### config.mk
export PLATFORM = sky130hd
export DESIGN_NAME = rsel_reference_select
export DESIGN_NICKNAME = d
export VERILOG_FILES = /design/src/verilog/rsel_pkg.sv /design/src/verilog/rsel_activity_monitor.sv /design/src/verilog/rsel_reference_select.sv
export VERILOG_INCLUDE_DIRS = /design/src /design/src/verilog
export SDC_FILE = /design/constraint.sdc
export NUM_CORES = 1
export LEC_CHECK = 0
export ABC_AREA = 1
export BUFFER_PORTS_ARGS = -buffer_cell sky130_fd_sc_hd__clkbuf_2
export CAP_MARGIN = 20
export CORE_ASPECT_RATIO = 0.6
export CORE_MARGIN = 1.5
export CORE_UTILIZATION = 56
export CTS_CLUSTER_DIAMETER = 200
export CTS_CLUSTER_SIZE = 40
export DETAILED_ROUTE_END_ITERATION = 6
export PLACE_DENSITY = 0.77
export RECOVER_POWER = 100
export SKIP_CTS_REPAIR_TIMING = 1
export SLEW_MARGIN = 40
export SYNTH_ARGS = -nofsm -noshare
export SYNTH_HDL_FRONTEND = slang
export SYNTH_SLANG_ARGS = --single-unit
### constraint.sdc
create_clock -name clk_sys -period 2.6 [get_ports clk_sys]
set_input_delay 0.26 -clock clk_sys [delete_from_list [all_inputs] [get_ports clk_sys]]
set_output_delay 0.26 -clock clk_sys [all_outputs]
set_load 0.01 [all_outputs]
### src/verilog/rsel_consts.svh
/*
  Constants of the reference input selection block: register offsets,
  field positions, reset values and monitor limits.
  Assumes inclusion by bare name from the design files.
*/
// Overview of operation
// - input A monitor uses divided clock
// - input B monitor uses divided clock
// - divider binary ratio, reset divide one
// - dividers reach monitors only on commit
// - gate clear: both inputs routed, monitored
// - gate set: unselected input blocked, unmonitored
// - internal enable only when external config 10
// - enable zero: external holdover, no expiry
// - mode field honoured only when enabled
// - manual modes follow reference-select bit
// - automatic modes choose by loss state
// - mode encodings 00,01,10,11; reset 00
// - revertive bit ignored when mode low zero
// - revertive off: keep selection on recovery
// - revertive on: return to primary input
// - hold-off countdown after loss, then fail-over
// - hold-off counter reloads at each zero
`ifndef RSEL_CONSTS_SVH
`define RSEL_CONSTS_SVH

`define RSEL_OFS_GATING 8'h20
`define RSEL_OFS_MODE 8'h21
`define RSEL_OFS_HOLDOFF 8'h22
`define RSEL_OFS_HOLDDIV 8'h23
`define RSEL_OFS_DIVA_LO 8'h44
`define RSEL_OFS_DIVA_HI 8'h45
`define RSEL_OFS_DIVB_LO 8'h46
`define RSEL_OFS_DIVB_HI 8'h47

`define RSEL_BIT_ENABLE 0
`define RSEL_BIT_BLOCK 2
`define RSEL_BIT_REFSEL 0
`define RSEL_POS_MODE 2
`define RSEL_BIT_REVERTIVE_SWITCH 4
`define RSEL_POS_HOLDDIV 6

`define RSEL_RST_DIV 15'h0001
`define RSEL_RST_HOLDOFF 8'h80
`define RSEL_RST_HOLDDIV 2'h2
`define RSEL_RST_MODE 2'h0
`define RSEL_EXT_INTERNAL 2'h2

// divided ticks without an input edge before loss is flagged
`define RSEL_MISS_LIMIT 2'h2
// hold-off prescaler limit at divider 3, shifted down for smaller dividers, 2^(15+divider) clocks per step
`define RSEL_PRE_MAX 18'h3FFFF

`endif

### src/verilog/rsel_pkg.sv
/*
  Types of the reference input selection block.
  Assumes rsel_consts.svh supplies the numeric constants.
*/
package rsel_pkg;
  typedef enum logic {RSEL_IN_A, RSEL_IN_B} rsel_input_type;
  typedef enum logic [1:0] {
    RSEL_MANUAL_HOLD = 2'h0,
    RSEL_AUTO_NOHOLD = 2'h1,
    RSEL_SHORT_HOLD = 2'h2,
    RSEL_AUTO_HOLD = 2'h3
  } rsel_mode_type;
endpackage

### src/verilog/rsel_activity_monitor.sv
/*
  Activity monitor of one reference input: compares input edges with
  the system clock divided by the programmed ratio.
  Assumes the reference level is sampled synchronously to clk_sys.
*/
`timescale 1ns/1ps
`include "rsel_consts.svh"
module rsel_activity_monitor (
  input wire logic clk_sys, // system clock
  input wire logic srst, // synchronous reset
  input wire logic refIn, // sampled reference level
  input wire logic monEnable, // monitoring allowed
  input wire logic [14:0] divRatio, // committed divide ratio
  output logic inputLost // loss-of-signal status
);
  logic refPrev;
  logic [14:0] divCnt;
  logic edgeSeen;
  logic [1:0] missCnt;
  wire refEdge = refIn & ~refPrev;
  // ratio zero behaves as divide by one
  wire [14:0] divLast = (divRatio == 15'h0000) ? 15'h0000 : divRatio - 15'h0001;
  wire divTick = (divCnt >= divLast);

  always_ff @(posedge clk_sys) begin
    refPrev <= srst ? 1'b0 : refIn;
  end

  always_ff @(posedge clk_sys) begin
    if (srst || !monEnable || divTick) begin
      divCnt <= 15'h0000;
    end else begin
      divCnt <= divCnt + 15'h0001;
    end
  end

  always_ff @(posedge clk_sys) begin
    if (srst || !monEnable) begin
      edgeSeen <= 1'b0;
      missCnt <= 2'h0;
    end else if (divTick) begin
      edgeSeen <= refEdge;
      missCnt <= (edgeSeen || refEdge) ? 2'h0 :
        ((missCnt == `RSEL_MISS_LIMIT) ? missCnt : missCnt + 2'h1);
    end else if (refEdge) begin
      edgeSeen <= 1'b1;
    end
  end

  always_ff @(posedge clk_sys) begin
    if (srst) begin
      inputLost <= 1'b0;
    end else if (monEnable) begin
      inputLost <= (missCnt == `RSEL_MISS_LIMIT) && !edgeSeen && !refEdge;
    end
  end
endmodule // rsel_activity_monitor

### src/verilog/rsel_reference_select.sv
/*
  Reference input selection: configuration registers, two activity
  monitors, input gating, manual/automatic selection and hold-off.
  Assumes a serial-port front end delivers byte register accesses and
  a commit strobe; reference levels are synchronous to clk_sys.
*/
`timescale 1ns/1ps
`include "rsel_consts.svh"
module rsel_reference_select (
  input wire logic clk_sys, // system (oscillator) clock
  input wire logic srst, // synchronous reset
  input wire logic [7:0] regAddr, // register address
  input wire logic [7:0] regWrData, // write data
  input wire logic regWrEn, // write strobe
  output logic [7:0] regRdData, // read data, registered
  input wire logic commitStrobe, // double-buffer commit
  input wire logic [1:0] extSelCfg, // external selection configuration
  input wire logic refA, // reference input A
  input wire logic refB, // reference input B
  output logic pllRef, // selected reference to PLL
  output logic refAEn, // input A routed
  output logic refBEn, // input B routed
  output rsel_pkg::rsel_input_type curSel, // current reference
  output logic losA, // input A lost
  output logic losB, // input B lost
  output logic holdover, // holdover active
  output logic holdoffExpired // hold-off expiry pulse
);
  import rsel_pkg::*;

  logic inBlock, enInt, intSel, revertive_switch;
  rsel_mode_type selMode;
  logic [7:0] holdPeriod;
  logic [1:0] holdDiv;
  logic [14:0] shadowDivA, shadowDivB, activeDivA, activeDivB;
  logic [17:0] preCnt;
  logic [7:0] holdCnt;
  rsel_input_type next_curSel;

  wire wrGate = regWrEn && (regAddr == `RSEL_OFS_GATING);
  wire wrMode = regWrEn && (regAddr == `RSEL_OFS_MODE);
  wire wrHold = regWrEn && (regAddr == `RSEL_OFS_HOLDOFF);
  wire wrHDiv = regWrEn && (regAddr == `RSEL_OFS_HOLDDIV);
  wire wrALo = regWrEn && (regAddr == `RSEL_OFS_DIVA_LO);
  wire wrAHi = regWrEn && (regAddr == `RSEL_OFS_DIVA_HI);
  wire wrBLo = regWrEn && (regAddr == `RSEL_OFS_DIVB_LO);
  wire wrBHi = regWrEn && (regAddr == `RSEL_OFS_DIVB_HI);

  always_ff @(posedge clk_sys) begin
    if (srst) begin
      inBlock <= 1'b0;
      enInt <= 1'b0;
      revertive_switch <= 1'b0;
      selMode <= rsel_mode_type'(`RSEL_RST_MODE);
      intSel <= 1'b0;
      holdPeriod <= `RSEL_RST_HOLDOFF;
      holdDiv <= `RSEL_RST_HOLDDIV;
    end else begin
      if (wrGate) begin
        inBlock <= regWrData[`RSEL_BIT_BLOCK];
        enInt <= regWrData[`RSEL_BIT_ENABLE];
      end
      if (wrMode) begin
        revertive_switch <= regWrData[`RSEL_BIT_REVERTIVE_SWITCH];
        selMode <= rsel_mode_type'(regWrData[`RSEL_POS_MODE +: 2]);
        intSel <= regWrData[`RSEL_BIT_REFSEL];
      end
      if (wrHold) begin
        holdPeriod <= regWrData;
      end
      if (wrHDiv) begin
        holdDiv <= regWrData[`RSEL_POS_HOLDDIV +: 2];
      end
    end
  end

  always_ff @(posedge clk_sys) begin
    if (srst) begin
      shadowDivA <= `RSEL_RST_DIV;
      shadowDivB <= `RSEL_RST_DIV;
    end else begin
      if (wrALo) shadowDivA[7:0] <= regWrData;
      if (wrAHi) shadowDivA[14:8] <= regWrData[6:0];
      if (wrBLo) shadowDivB[7:0] <= regWrData;
      if (wrBHi) shadowDivB[14:8] <= regWrData[6:0];
    end
  end

  // monitors see dividers only after commit
  always_ff @(posedge clk_sys) begin
    if (srst) begin
      activeDivA <= `RSEL_RST_DIV;
      activeDivB <= `RSEL_RST_DIV;
    end else if (commitStrobe) begin
      activeDivA <= shadowDivA;
      activeDivB <= shadowDivB;
    end
  end

  // readback shows the written (shadow) divider values
  logic [7:0] rdMux;
  always_comb begin
    unique case (regAddr)
      `RSEL_OFS_GATING: rdMux = {5'h00, inBlock, 1'b0, enInt};
      `RSEL_OFS_MODE: rdMux = {3'h0, revertive_switch, selMode, 1'b0, intSel};
      `RSEL_OFS_HOLDOFF: rdMux = holdPeriod;
      `RSEL_OFS_HOLDDIV: rdMux = {holdDiv, 6'h00};
      `RSEL_OFS_DIVA_LO: rdMux = shadowDivA[7:0];
      `RSEL_OFS_DIVA_HI: rdMux = {1'b0, shadowDivA[14:8]};
      `RSEL_OFS_DIVB_LO: rdMux = shadowDivB[7:0];
      `RSEL_OFS_DIVB_HI: rdMux = {1'b0, shadowDivB[14:8]};
      default: rdMux = 8'h00;
    endcase
  end

  always_ff @(posedge clk_sys) begin
    regRdData <= srst ? 8'h00 : rdMux;
  end

  // unselected input blocked when gate set
  assign refAEn = !inBlock || (curSel == RSEL_IN_A);
  assign refBEn = !inBlock || (curSel == RSEL_IN_B);

  rsel_activity_monitor monA (
    .clk_sys(clk_sys),
    .srst(srst),
    .refIn(refA),
    .monEnable(refAEn),
    .divRatio(activeDivA),
    .inputLost(losA)
  );

  rsel_activity_monitor monB (
    .clk_sys(clk_sys),
    .srst(srst),
    .refIn(refB),
    .monEnable(refBEn),
    .divRatio(activeDivB),
    .inputLost(losB)
  );

  // enable valid only in internal config
  wire cfgInternal = (extSelCfg == `RSEL_EXT_INTERNAL);
  // mode field needs config and enable
  wire modeActive = cfgInternal && enInt;
  // low mode bit marks the automatic modes
  wire autoMode = modeActive && selMode[0];
  wire holdMode = modeActive && (selMode == RSEL_SHORT_HOLD || selMode == RSEL_AUTO_HOLD);
  rsel_input_type primary, other;
  assign primary = intSel ? RSEL_IN_B : RSEL_IN_A;
  assign other = (curSel == RSEL_IN_A) ? RSEL_IN_B : RSEL_IN_A;
  wire curLos = (curSel == RSEL_IN_A) ? losA : losB;
  wire otherLos = (curSel == RSEL_IN_A) ? losB : losA;
  wire primLos = intSel ? losB : losA;

  // hold-off prescaler: 2^(15+divider) clocks per step
  wire holdCounting = holdMode && curLos;
  wire [17:0] preLimit = `RSEL_PRE_MAX >> (2'h3 - holdDiv);
  wire preTick = (preCnt == preLimit);
  always_ff @(posedge clk_sys) begin
    if (srst || !holdCounting || preTick) begin
      preCnt <= 18'h00000;
    end else begin
      preCnt <= preCnt + 18'h00001;
    end
  end

  wire holdZero = holdCounting && preTick && (holdCnt == 8'h00);
  always_ff @(posedge clk_sys) begin
    if (srst || !holdCounting || holdZero) begin
      holdCnt <= holdPeriod;
    end else if (preTick) begin
      holdCnt <= holdCnt - 8'h01;
    end
  end

  always_ff @(posedge clk_sys) begin
    holdoffExpired <= srst ? 1'b0 : holdZero;
  end

  wire failNow = curLos && !otherLos &&
    (selMode == RSEL_AUTO_NOHOLD || holdZero);
  wire revertNow = revertive_switch && (curSel != primary) && !primLos;

  always_comb begin
    next_curSel = curSel;
    // external holdover and manual follow the select bit
    if (!autoMode) begin
      next_curSel = primary;
    end else if (failNow) begin
      next_curSel = other;
    end else if (revertNow) begin
      next_curSel = primary;
    end
  end

  always_ff @(posedge clk_sys) begin
    if (srst) begin
      curSel <= RSEL_IN_A;
    end else begin
      curSel <= next_curSel;
    end
  end

  // no expiry counter in external holdover
  always_ff @(posedge clk_sys) begin
    holdover <= srst ? 1'b0 :
      (cfgInternal && curLos && (!enInt || selMode != RSEL_AUTO_NOHOLD));
  end

  always_ff @(posedge clk_sys) begin
    if (srst) begin
      pllRef <= 1'b0;
    end else begin
      pllRef <= (curSel == RSEL_IN_A) ? (refA & refAEn) : (refB & refBEn);
    end
  end

  chk_div_reset: assert property (@(posedge clk_sys)
    $fell(srst) |-> activeDivA == 15'h0001 && activeDivB == 15'h0001)
    else $error("monitor dividers not one after reset");

  chk_commit_only: assert property (@(posedge clk_sys) disable iff (srst)
    !commitStrobe |=> activeDivA == $past(activeDivA) && activeDivB == $past(activeDivB))
    else $error("divider changed without commit");

  chk_gate_clear: assert property (@(posedge clk_sys) disable iff (srst)
    !inBlock |-> refAEn && refBEn)
    else $error("input gated while gate clear");

  chk_gate_set: assert property (@(posedge clk_sys) disable iff (srst)
    inBlock |-> (refAEn != refBEn) && (refAEn == (curSel == RSEL_IN_A)))
    else $error("wrong input gated");

  chk_ext_ignore: assert property (@(posedge clk_sys) disable iff (srst)
    !cfgInternal |=> curSel == ($past(intSel) ? RSEL_IN_B : RSEL_IN_A))
    else $error("selection left select bit outside internal config");

  chk_manual_select: assert property (@(posedge clk_sys) disable iff (srst)
    modeActive && !selMode[0] ##1 modeActive && !selMode[0]
      |-> curSel == ($past(intSel) ? RSEL_IN_B : RSEL_IN_A))
    else $error("manual mode did not follow select bit");

  chk_auto_fail: assert property (@(posedge clk_sys) disable iff (srst)
    autoMode && selMode == RSEL_AUTO_NOHOLD && curLos && !otherLos |=> curSel != $past(curSel))
    else $error("no fail-over in automatic mode");

  chk_no_revert: assert property (@(posedge clk_sys) disable iff (srst)
    autoMode && !revertive_switch && !curLos |=> curSel == $past(curSel))
    else $error("selection moved without revertive switching");

  chk_revert: assert property (@(posedge clk_sys) disable iff (srst)
    autoMode && revertNow && !failNow |=> curSel == $past(primary))
    else $error("no return to primary");

  chk_holdoff_reload: assert property (@(posedge clk_sys) disable iff (srst)
    holdZero |=> holdoffExpired && (!holdCounting || holdCnt == $past(holdPeriod)))
    else $error("hold-off counter not reloaded at zero");

  chk_block_freeze: assert property (@(posedge clk_sys) disable iff (srst)
    (!refAEn |=> $stable(losA)) and (!refBEn |=> $stable(losB)))
    else $error("blocked input monitor not frozen");

  chk_ext_holdover: assert property (@(posedge clk_sys) disable iff (srst)
    !enInt |=> !holdoffExpired)
    else $error("expiry counter ran with internal control off");

  chk_mode_ignored: assert property (@(posedge clk_sys) disable iff (srst)
    !modeActive |=> curSel == $past(primary))
    else $error("mode field honoured while not enabled");

  chk_revertive_switch_ignored: assert property (@(posedge clk_sys) disable iff (srst)
    revertive_switch && !selMode[0] |=> curSel == $past(primary))
    else $error("revertive bit acted in a manual mode");

  chk_holdoff_wait: assert property (@(posedge clk_sys) disable iff (srst)
    autoMode && selMode == RSEL_AUTO_HOLD && !holdZero && !revertNow
      |=> curSel == $past(curSel))
    else $error("switched before hold-off expiry");

  chk_holdoff_fail: assert property (@(posedge clk_sys) disable iff (srst)
    autoMode && holdZero && !otherLos |=> curSel != $past(curSel))
    else $error("no fail-over at hold-off expiry");

  chk_reserved_zero: assert property (@(posedge clk_sys) disable iff (srst)
    $past(regAddr) == `RSEL_OFS_MODE |-> regRdData[7:5] == 3'h0 && !regRdData[1])
    else $error("reserved mode bits read non-zero");

  cov_fail_over: cover property (@(posedge clk_sys) disable iff (srst)
    autoMode && failNow ##1 curSel != $past(curSel));
  cov_revert: cover property (@(posedge clk_sys) disable iff (srst)
    autoMode && revertNow ##1 curSel == primary);
  cov_holdoff: cover property (@(posedge clk_sys) disable iff (srst) holdZero);
  cov_gated: cover property (@(posedge clk_sys) disable iff (srst) inBlock && !refAEn);
endmodule // rsel_reference_select

==> summary.md, run 1 <==
| Metric | Value |
|---|---|
| Iteration-0 DRC Markers | roughly 640 |
| Pre-CTS WS | -0.2636 ns |
| CP max stage delay | roughly 0.33 ns |
| Buffers & Inverters on Critical Path | 3 |
| Final min period | 2.903 ns |
| Crit-path most repeated cell | nand3_2 |
| Worst-path fanout max | 6 |
| Final core utilization | 0.7019 |
| WP data arrival | 3.26 ns |
| Post-synth EDFFs | 8 |
| Vias in the first global route | approximately 6600 |
| Hold/Removal Path Class | input port to flop |
| Bufs on Longest Clock Path | 2 |
| CTS buffer count | 17 |
| Global-route wire length before repair | approximately 32 mm |
| Clock network fraction of total power | 0.433 |
| Worst vdd ir | approximately 0.00040 V |
| Synthesized area | approximately 8000 um2 |
| Fillcell total | around 1100 |
| CP Capture Type | flop |
| Unique cell type count in the Yosys netlist | 52 |
| Fmax | roughly 340 MHz |
| Clk_skew | 0.01217 ns |
| Max_slew headroom | 0.3712 |
| Sw frac | 0.2738 |
| Die area | around 15000 um2 |
| Placed wire-length estimate | approximately 15 mm |
| Via Count | ~7500 |
| Layout cells sized above 1 | 0.2261 |
| P_leak | about 4.0 nW |
| Crit-path leading delay family | simple AND/OR/NAND/NOR gates |
| Post-Synthesis Cells | approximately 1100 |
| Actual slew at the worst max-slew pin | just over 0.9 ns |
| Initial core utilization | 0.5796 |
| Final setup violation count | 36 |
| Synthesis-to-layout area growth | 21.10% |
| Dpl cell area | ~8700 um2 |
| CP cell instances | inv_2 -> ha_4 -> nand2_4 -> nor3_4 -> inv_2 -> nor2_4 -> nand2_2 -> nor2_4 -> nand3_4 -> nand3_2 -> ha_4 -> a21oi_1 -> o21ai_1 -> nand2_1 -> nand3_2 -> nand3_2 -> nand4_1 -> buf_6 -> nor3b_2 |
| Fin nets | approximately 1200 |
| Fin crit share | 1.116 |
| Most common cell in the synthesized netlist | nand2_1 |
| Pwr/cell area | 570.8 nW/um2 |
| Yosys Warn Count | 0 |
| Finished Cell Area | about 9700 um2 |
| Initial antenna violation count | 0 |
| Setup repair after global routing missed its margin | yes |
| Slowest cell on crit path | dfxtp_2 |
| Post-synth top area cell | dfxtp_1 |
| Overflow after GRT | 0 |
| Worst r2r path cells | 19 |
| Area contributors post-synth | dfxtp_1, nand2_1, a21oi_1 |
| Top cell type's share of synthesized area | 0.3646 |
| Worst EP required | roughly 3 ns |
| NetSw | approximately 1.5 mW |
| Sequential power share | 0.448 |
| Final Hold Vio Count | 0 |
| ANT cells | 0 |
| Predominant post-synthesis flop cell | dfxtp_1 |
| Largest net degree at the start of global routing | between 50 and 60 |
| CTS tree | yes |
| Sequential area share after synthesis | 0.3946 |
| Row count | 33 |
| Setup TNS | -7.807 ns |
| Port Buf Inserts | 39 |
| # IOs | 40 |
| Synth top cells by count | nand2_1, dfxtp_1, nor2_1, inv_1, a21oi_1 |
| Internal cell power | between 4 and 5 mW |
| DR vias/cell | between 5 and 6 |
| Num Clock Sinks | approximately 150 |
| Overall power | 5.541 mW |
| Crit. path cell count | 19 |
| H-tree depth | 4 |
| Die width | between 150 and 200 um |
| WS Path Type | flop to flop |
| Post-Syn Nets | approximately 1100 |
| Outcome | complete, but fails checks |
| Die Ht | 95.68 um |
| DR pass1 iterations | 5 |
| GRT Total Usage | 0.2793 |
| Later-pin clock latency in the skew report | 0.43 ns |
| RePlAce Congestion | about 0.99 |
| Residual DRC | 0 |
| CTS Root Cell | clkbuf_16 |
| WL/cell | between 15 and 20 um |
| Mapped Avg Cell Area | 7.478 um2 |
| Max-cap viol count | 0 |
| Crit start category | flop |
| Comb pwr share | 0.119 |
| Fin worst setup slack | -0.3029 ns |
| Cell count of the worst hold path | 3 |
| Remaining antenna violation count | 0 |
| Max-slew violations | 0 |
| Clock transition at path regs | around 0.07 ns |
| Failing checks | negative setup slack |
| Core ar. | ~14000 um2 |
| Post-synth ARST share | 0 |
| Final wirelength | ~21 mm |
| #FFs+latches synth | about 150 |
[layer usage]
metal / vias to the layer above / share of wire / wire length [um] / GRT usage
li1: 3751 / - / - / -
met1: 3426 / 0.47 / 9955 / 0.3916
met2: 258 / 0.41 / 8698 / 0.4148
met3: 30 / 0.10 / 2119 / 0.09636
met4: 0 / 0.011 / 236 / 0.05582
met5: - / 0 / 0 / 0
[power by group through the flow]
stage                     registers, mW  clock network [mW]  logic (mW)
final                              2.48                2.40       0.657
after floorplan                    2.52                   0       0.341
after detailed placement           2.53                   0       0.534
after global placement             2.53                   0       0.516
after global routing               2.49                2.51       0.730
after CTS                          2.48                2.42       0.545
[metrics by stage]
step	hold slack (ns)	instances
4_1_cts	0.1079	1356
5_1_grt	0.1286	1364
6_report	0.1066	1364
3_3_place_gp	0.4342	1324
2_1_floorplan	0.3849	1072
3_5_place_dp	0.4369	1324
[flip-flops by register name, summed over array words and instances (netlist names), 2 cells and up]
name and cells:
monA.missCnt 2, holdPeriod 8, activeDivB 15, holdCnt 8, regRdData 8, shadowDivB 15, monB.missCnt 2, holdDiv 2
monA.divCnt 15, selMode 2, preCnt 18, shadowDivA 15, monB.divCnt 15, activeDivA 15
[layout make-up]
| cell class | count | area (um2) | area share |
|---|---|---|---|
| multi-input cells | 767 | 4592 | 0.4730 |
| repair buffers | 96 | 675.6 | 0.06960 |
| clock inverters | 12 | 105.1 | 0.01083 |
| clock buffers | 20 | 466.7 | 0.04807 |
| inverters | 123 | 461.7 | 0.04756 |
| well taps | 192 | 240.2 | 0.02475 |
| flip-flops and latches | 154 | 3167 | 0.3262 |
[cell families after synthesis]
group	Yosys count	share of synthesized area
AND/OR/NAND/NOR	476	0.2898
AO/OA/AOI/OAI	222	0.1455
XOR/XNOR	30	0.03278
buffers and inverters	152	0.07804
flip-flops	154	0.3946
adder cells (fa/ha/maj)	38	0.05931
[placed cells by master, fill, tap and decap left out, types with 11 or more instances in the layout]
cell type	count
clkbuf_16	18
nor2_1	115
xor2_1	16
buf_4	47
nand3_2	12
nand4_1	19
inv_2	17
nor2_2	11
nand2_2	15
clkbuf_2	38
ha_1	29
xnor2_1	14
dfxtp_1	143
nand2_1	171
o21ai_0	83
a21oi_1	95
inv_1	105
o21ai_1	11
or2_2	12
nand3_1	56
nor3_1	14
[worst register-to-register path: stages (launching register included)]
cell	delay, ns
dfxtp_2	0.33
inv_2	0.07
ha_4	0.15
nand2_4	0.05
nor3_4	0.20
inv_2	0.06
nor2_4	0.09
nand2_2	0.09
nor2_4	0.20
nand3_4	0.16
nand3_2	0.16
ha_4	0.21
a21oi_1	0.15
o21ai_1	0.10
nand2_1	0.10
nand3_2	0.07
nand3_2	0.07
nand4_1	0.19
buf_6	0.20
nor3b_2	0.15
[worst paths after layout]
path | from | end | slack (ns)
hold / removal | refB | monB.refPrev$_SDFF_PP0_ | 0.11
setup reg to reg | activeDivA[1]$_SDFFE_PP0P_ | monA.divCnt[11]$_SDFF_PP0_ | -0.30
hold reg to reg | preCnt[0]$_SDFF_PP0_ | preCnt[0]$_SDFF_PP0_ | 0.45
setup / recovery | activeDivA[1]$_SDFFE_PP0P_ | monA.divCnt[11]$_SDFF_PP0_ | -0.30
No activity file was read; power rests on OpenSTA's default activity.
==> run 2: changes to the inputs <==
- SKIP_LAST_GASP: not set -> 1
==> run 2 against run 1 <==
  * The flow still finishes with violations (negative setup slack)
  * Sequential share of layout area about the same
  * Critical path depth unchanged
  * Worst setup slack got worse by 0.059 ns
  * Cell count unchanged
==> summary.md, run 2 (synthesis results as in run 1) <==
| Metric | Value |
|---|---|
| Fmax | 337.7 MHz |
| Die area | roughly 15000 um2 |
| Cell count of the worst hold path | 3 |
| ANT cells | 0 |
| RePlAce Congestion | between 0.9 and 1 |
| CTS buffer count | 17 |
| CTS Root Cell | clkbuf_16 |
| Iteration-0 DRC Markers | about 700 |
| Most frequent cells in the layout | nand2_1, dfxtp_1, nor2_1, inv_1, a21oi_1 |
| Max_slew headroom | 0.3759 |
| Initial antenna violation count | 0 |
| Fin crit share | 1.139 |
| CTS tree | yes |
| Overflow after GRT | 0 |
| Worst Hold Path EP | monB.refPrev$_SDFF_PP0_ |
| Layout cells sized above 1 | 0.2253 |
| Hold/Removal Path Class | input port to flop |
| Setup TNS | -8.634 ns |
| Met3 WL post-DR | between 2 and 2.5 mm |
| Remaining antenna violation count | 0 |
| Die Ht | roughly 96 um |
| Wire length on met2 | 8.653 mm |
| Final wirelength | between 20 and 25 mm |
| Final min period | a little under 3 ns |
| Port Buf Inserts | 39 |
| DR vias/cell | between 5 and 6 |
| Largest net degree at the start of global routing | between 50 and 60 |
| H-tree depth | 4 |
| Crit start category | flop |
| Setup repair after global routing missed its margin | yes |
| Actual slew at the worst max-slew pin | a little over 0.9 ns |
| Later-pin clock latency in the skew report | between 0.4 and 0.5 ns |
| Outcome | complete, but fails checks |
| Top layer in use | met4 |
| Max-slew violations | 0 |
| Row count | 33 |
| Placed wire-length estimate | between 10 and 15 mm |
| Largest reg by FF count | preCnt |
| Most common library cell in the layout ignoring fill and taps | nand2_1 |
| Failing checks | negative setup slack |
| Met1 WL | between 9 and 10 mm |
| Reg2reg setup slack | -0.36 ns |
| Overall power | between 5 and 6 mW |
| Fin nets | 1221 |
| Worst vdd ir | about 0.0004 V |
| Max-cap viol count | 0 |
| Num Clock Sinks | between 150 and 200 |
| Die width | 157.5 um |
| Dpl cell area | a little under 9000 um2 |
| Fillcell total | 1108 |
| Worst EP required | about 3.0 ns |
| Core ar. | 13830 um2 |
| Global-route wire length before repair | about 32 mm |
| WS Path Type | flop to flop |
| WL/cell | between 15 and 20 um |
| Worst r2r path cells | 19 |
| FF-to-FF End | monA.divCnt[11]$_SDFF_PP0_ |
| Clk_skew | 0.01188 ns |
| WP data arrival | 3.31 ns |
| Via Count | around 7500 |
| Fin worst setup slack | -0.3614 ns |
| Cells after DPL | approximately 1300 |
| P_leak | about 4.0 nW |
| Bufs on Longest Clock Path | 2 |
| Final setup violation count | 36 |
| GRT Total Usage | 0.2793 |
| Finished Cell Area | ~9700 um2 |
| CP Capture Type | flop |
| Initial core utilization | 0.5796 |
| Fin cells | roughly 1400 |
| Final core utilization | 0.7010 |
| Worst-path fanout max | 6 |
| Final Hold Vio Count | 0 |
| Clock transition at path regs | approximately 0.07 ns |
| Synthesis-to-layout area growth | 20.96% |
| # IOs | 40 |
| Largest register FFs | 18 |
| Vias in the first global route | around 6600 |
| Pwr/cell area | around 570 nW/um2 |
| Worst Hold Launch | refB |
| Residual DRC | 0 |
| R2R Path Start | activeDivA[1]$_SDFFE_PP0P_ |
| DR pass1 iterations | 6 |
## run 2: cell counts in the layout (fill, tap and decap cells not counted)
Identical to the previous run, type by type.
## run 2: worst max-delay path by stage
stage,start,to,slack (ns),cells after the start
2_1_floorplan,activeDivB[0]$_SDFFE_PP1P_,monB.divCnt[13]$_SDFF_PP0_,-0.01,17
3_3_place_gp,activeDivB[0]$_SDFFE_PP1P_,monB.divCnt[11]$_SDFF_PP0_,-0.16,16
3_5_place_dp,activeDivA[0]$_SDFFE_PP1P_,monA.divCnt[4]$_SDFF_PP0_,-0.26,18
4_1_cts,activeDivA[0]$_SDFFE_PP1P_,monA.divCnt[11]$_SDFF_PP0_,-0.31,18
5_1_grt,activeDivA[1]$_SDFFE_PP0P_,monA.divCnt[11]$_SDFF_PP0_,-0.54,19
6_report,activeDivA[1]$_SDFFE_PP0P_,monA.divCnt[11]$_SDFF_PP0_,-0.36,19
## run 2: final cells by class
type | count | area (um2) | share of cell area
Sequential cell | 154 | 3167 | 0.3266
Inverter | 123 | 461.7 | 0.04761
Timing Repair Buffer | 96 | 675.6 | 0.06968
Clock buffer | 20 | 466.7 | 0.04813
Tap cell | 192 | 240.2 | 0.02477
Multi-Input combinational cell | 767 | 4581 | 0.4724
Clock inverter | 12 | 105.1 | 0.01084
## run 2: layer usage
layer | up-vias | track usage
met2 | 256 | 0.4148
met1 | 3419 | 0.3916
met5 | - | 0
met3 | 31 | 0.09636
met4 | 0 | 0.05582
li1 | 3746 | -
## run 2: report_power, final
group | switching (mW) | internal (mW)
logic | 0.389 | 0.268
clock network | 1.08 | 1.33
registers | 0.0538 | 2.43
total | 1.52 | 4.02
## run 2: critical path, stage by stage (launching register included)
cell and delay (ns):
dfxtp_2 0.33, inv_2 0.07, ha_4 0.15, nand2_4 0.05
nor3_4 0.20, inv_2 0.06, nor2_4 0.09, nand2_2 0.09
nor2_4 0.21, nand3_4 0.17, nand3_2 0.16, ha_4 0.21
a21oi_1 0.15, o21ai_1 0.11, nand2_1 0.12, nand3_2 0.08
nand3_2 0.07, nand4_1 0.19, buf_6 0.21, nor3b_2 0.15
## run 2: metrics by stage
| stage | setup slack (ns) | hold slack (ns) |
|---|---|---|
| 6_report | -0.3614 | 0.1115 |
| 4_1_cts | -0.3064 | 0.1079 |
| 5_1_grt | -0.5374 | 0.1286 |
| 3_5_place_dp | -0.2636 | 0.4369 |
| 3_3_place_gp | -0.1606 | 0.4342 |
| 2_1_floorplan | -0.01127 | 0.3849 |
==> run 3: changes to the inputs <==
- CORE_UTILIZATION: 56 -> 62
- GPL_ROUTABILITY_DRIVEN: not set -> 0
- PLACE_DENSITY: 0.77 -> 0.8
- clock period: 2.6 -> 3.05 ns (I/O delays scaled with it)
==> run 3 against run 2 <==
  * The flow now finishes without violations
  * Worst hold slack better by 0.014 ns
  * Clock power is 12% lower
  * Worst setup slack better by 0.46 ns
  * Wire length fell by 2.2%
  * Count of clock-buffer cells in the layout is 2 lower
  * Die area shrank 9.4%
  * Power shrank 15%
  * First-iteration DRC count up 7.7%
  * Sequential power shrank 15%
  * Sequential cell count unchanged
==> summary.md, run 3 (synthesis results as in run 1) <==
| Metric | Value |
|---|---|
| Max-slew violations | 0 |
| Max-cap viol count | 0 |
| Setup repair after global routing missed its margin | yes |
| Pre-CTS WS | 0.1190 ns |
| Final Hold Vio Count | 0 |
| Clk_skew | 0.01262 ns |
| Final min period | between 2 and 3 ns |
| CTS buffer count | 17 |
| Most common library cell in the layout ignoring fill and taps | nand2_1 |
| Global-route wire length before repair | 32.51 mm |
| DR pass1 iterations | 6 |
| Largest register FFs | 18 |
| CTS tree | yes |
| GRT Total Usage | 0.3002 |
| Later-pin clock latency in the skew report | 0.43 ns |
| Largest net degree at the start of global routing | 45 |
| Final core utilization | 0.7514 |
| WL/cell | 15.84 um |
| CTS Root Cell | clkbuf_16 |
| # IOs | 40 |
| H-tree depth | 4 |
| Most frequent cells in the layout | nand2_1, dfxtp_1, nor2_1, inv_1, a21oi_1 |
| Initial core utilization | 0.6499 |
| Fin crit share | 0.9663 |
| Fmax | 339.3 MHz |
| Die area | between 10000 and 15000 um2 |
| Worst-path fanout max | 7 |
| Worst vdd ir | roughly 0.00038 V |
| Placed wire-length estimate | 14.48 mm |
| Die Ht | around 91 um |
| Hold/Removal Path Class | input port to flop |
| Core ar. | 12330 um2 |
| Num Clock Sinks | ~150 |
| Max_slew headroom | 0.4502 |
| Largest reg by FF count | preCnt |
| Overall power | between 4 and 5 mW |
| Overflow after GRT | 0 |
| Die width | between 100 and 150 um |
| WP data arrival | roughly 3.3 ns |
| Pwr/cell area | a little over 500 nW/um2 |
| Iteration-0 DRC Markers | between 700 and 800 |
| Row count | 31 |
| Residual DRC | 0 |
| P_leak | ~3.9 nW |
| Fin nets | 1185 |
| Fin worst setup slack | between 0.1 and 0.15 ns |
| Synthesis-to-layout area growth | 15.61% |
| ANT cells | 0 |
| Vias in the first global route | ~6500 |
| WS Path Type | flop to flop |
| Initial antenna violation count | 0 |
| CP Capture Type | flop |
| Layout cells sized above 1 | 0.1866 |
| Port Buf Inserts | 39 |
| Bufs on Longest Clock Path | 2 |
| Remaining antenna violation count | 0 |
| Final wirelength | 20.61 mm |
| Clock transition at path regs | 0.07 ns |
| Actual slew at the worst max-slew pin | about 0.82 ns |
| Hold_ws | between 0.1 and 0.15 ns |
| Crit start category | flop |
| Cells after DPL | ~1300 |
| Worst EP required | ~3.4 ns |
| DR vias/cell | roughly 5.7 |
| Via Count | 7432 |
| Fin cells | between 1000 and 1500 |
| Outcome | finished clean |
| Final setup violation count | 0 |
[run 3: cell types whose count changed in the layout (fill, tap and decap cells not counted), moves of 3 or more]
cell,change
buf_4,-30
buf_6,-6
ha_1,+4
ha_4,-4
a21oi_1,+3
a21oi_2,-3
nand2_1,+3
o21ai_1,-3
[run 3: worst paths after layout]
check             slack (ns)                  startpoint                   endpoint  depth (start not counted)
setup / recovery        0.10  activeDivB[1]$_SDFFE_PP0P_  monB.divCnt[6]$_SDFF_PP0_                         17
hold / removal          0.13                        refB    monB.refPrev$_SDFF_PP0_                          3
setup reg to reg        0.10  activeDivB[1]$_SDFFE_PP0P_  monB.divCnt[6]$_SDFF_PP0_                         17
hold reg to reg         0.46        preCnt[0]$_SDFF_PP0_       preCnt[0]$_SDFF_PP0_                          1
[run 3: critical path, cell delays in order (launching register included)]
cell       delay [ns]
dfxtp_2          0.32
inv_2            0.09
ha_4             0.16
nand2_4          0.05
nor2_4           0.11
nand2_2          0.07
nor3_2           0.18
nor3b_4          0.33
xor2_1           0.20
nand2_1          0.12
ha_4             0.27
a21oi_2          0.11
o21ai_1          0.09
a21oi_2          0.18
nand4_1          0.18
buf_4            0.20
clkbuf_16        0.16
nor2_2           0.08
[run 3: cell type report]
type / instances / area [um2]
timing repair buffer: 60 / 382.9
clock inverter: 14 / 148.9
multi-input combinational: 767 / 4463
fill: 920 / 3067
clock buffer: 18 / 439.2
tap: 165 / 206.4
sequential: 154 / 3166
inverter: 123 / 461.7
[run 3: layer usage]
| metal | vias up | GRT usage | part of all wire |
|---|---|---|---|
| li1 | 3670 | - | - |
| met1 | 3409 | 0.4557 | 0.47 |
| met2 | 326 | 0.4171 | 0.41 |
| met3 | 27 | 0.07387 | 0.11 |
| met4 | 0 | 0.07680 | 0.012 |
| met5 | - | 0 | 0 |
[run 3: where the power goes]
part           leakage [nW]  switching (mW)  total (mW)  internal, mW
combinational          2.29           0.293       0.473         0.180
sequential             1.28          0.0477        2.12          2.07
clock                 0.286           0.940        2.12          1.18
[run 3: stage by stage]
stage / cell area [um2] / setup TNS, ns
2_1_floorplan: 8016 / 0
3_3_place_gp: 8327 / 0
3_5_place_dp: 8327 / 0
4_1_cts: 8915 / 0
5_1_grt: 9268 / -1.020
6_report: 9268 / 0
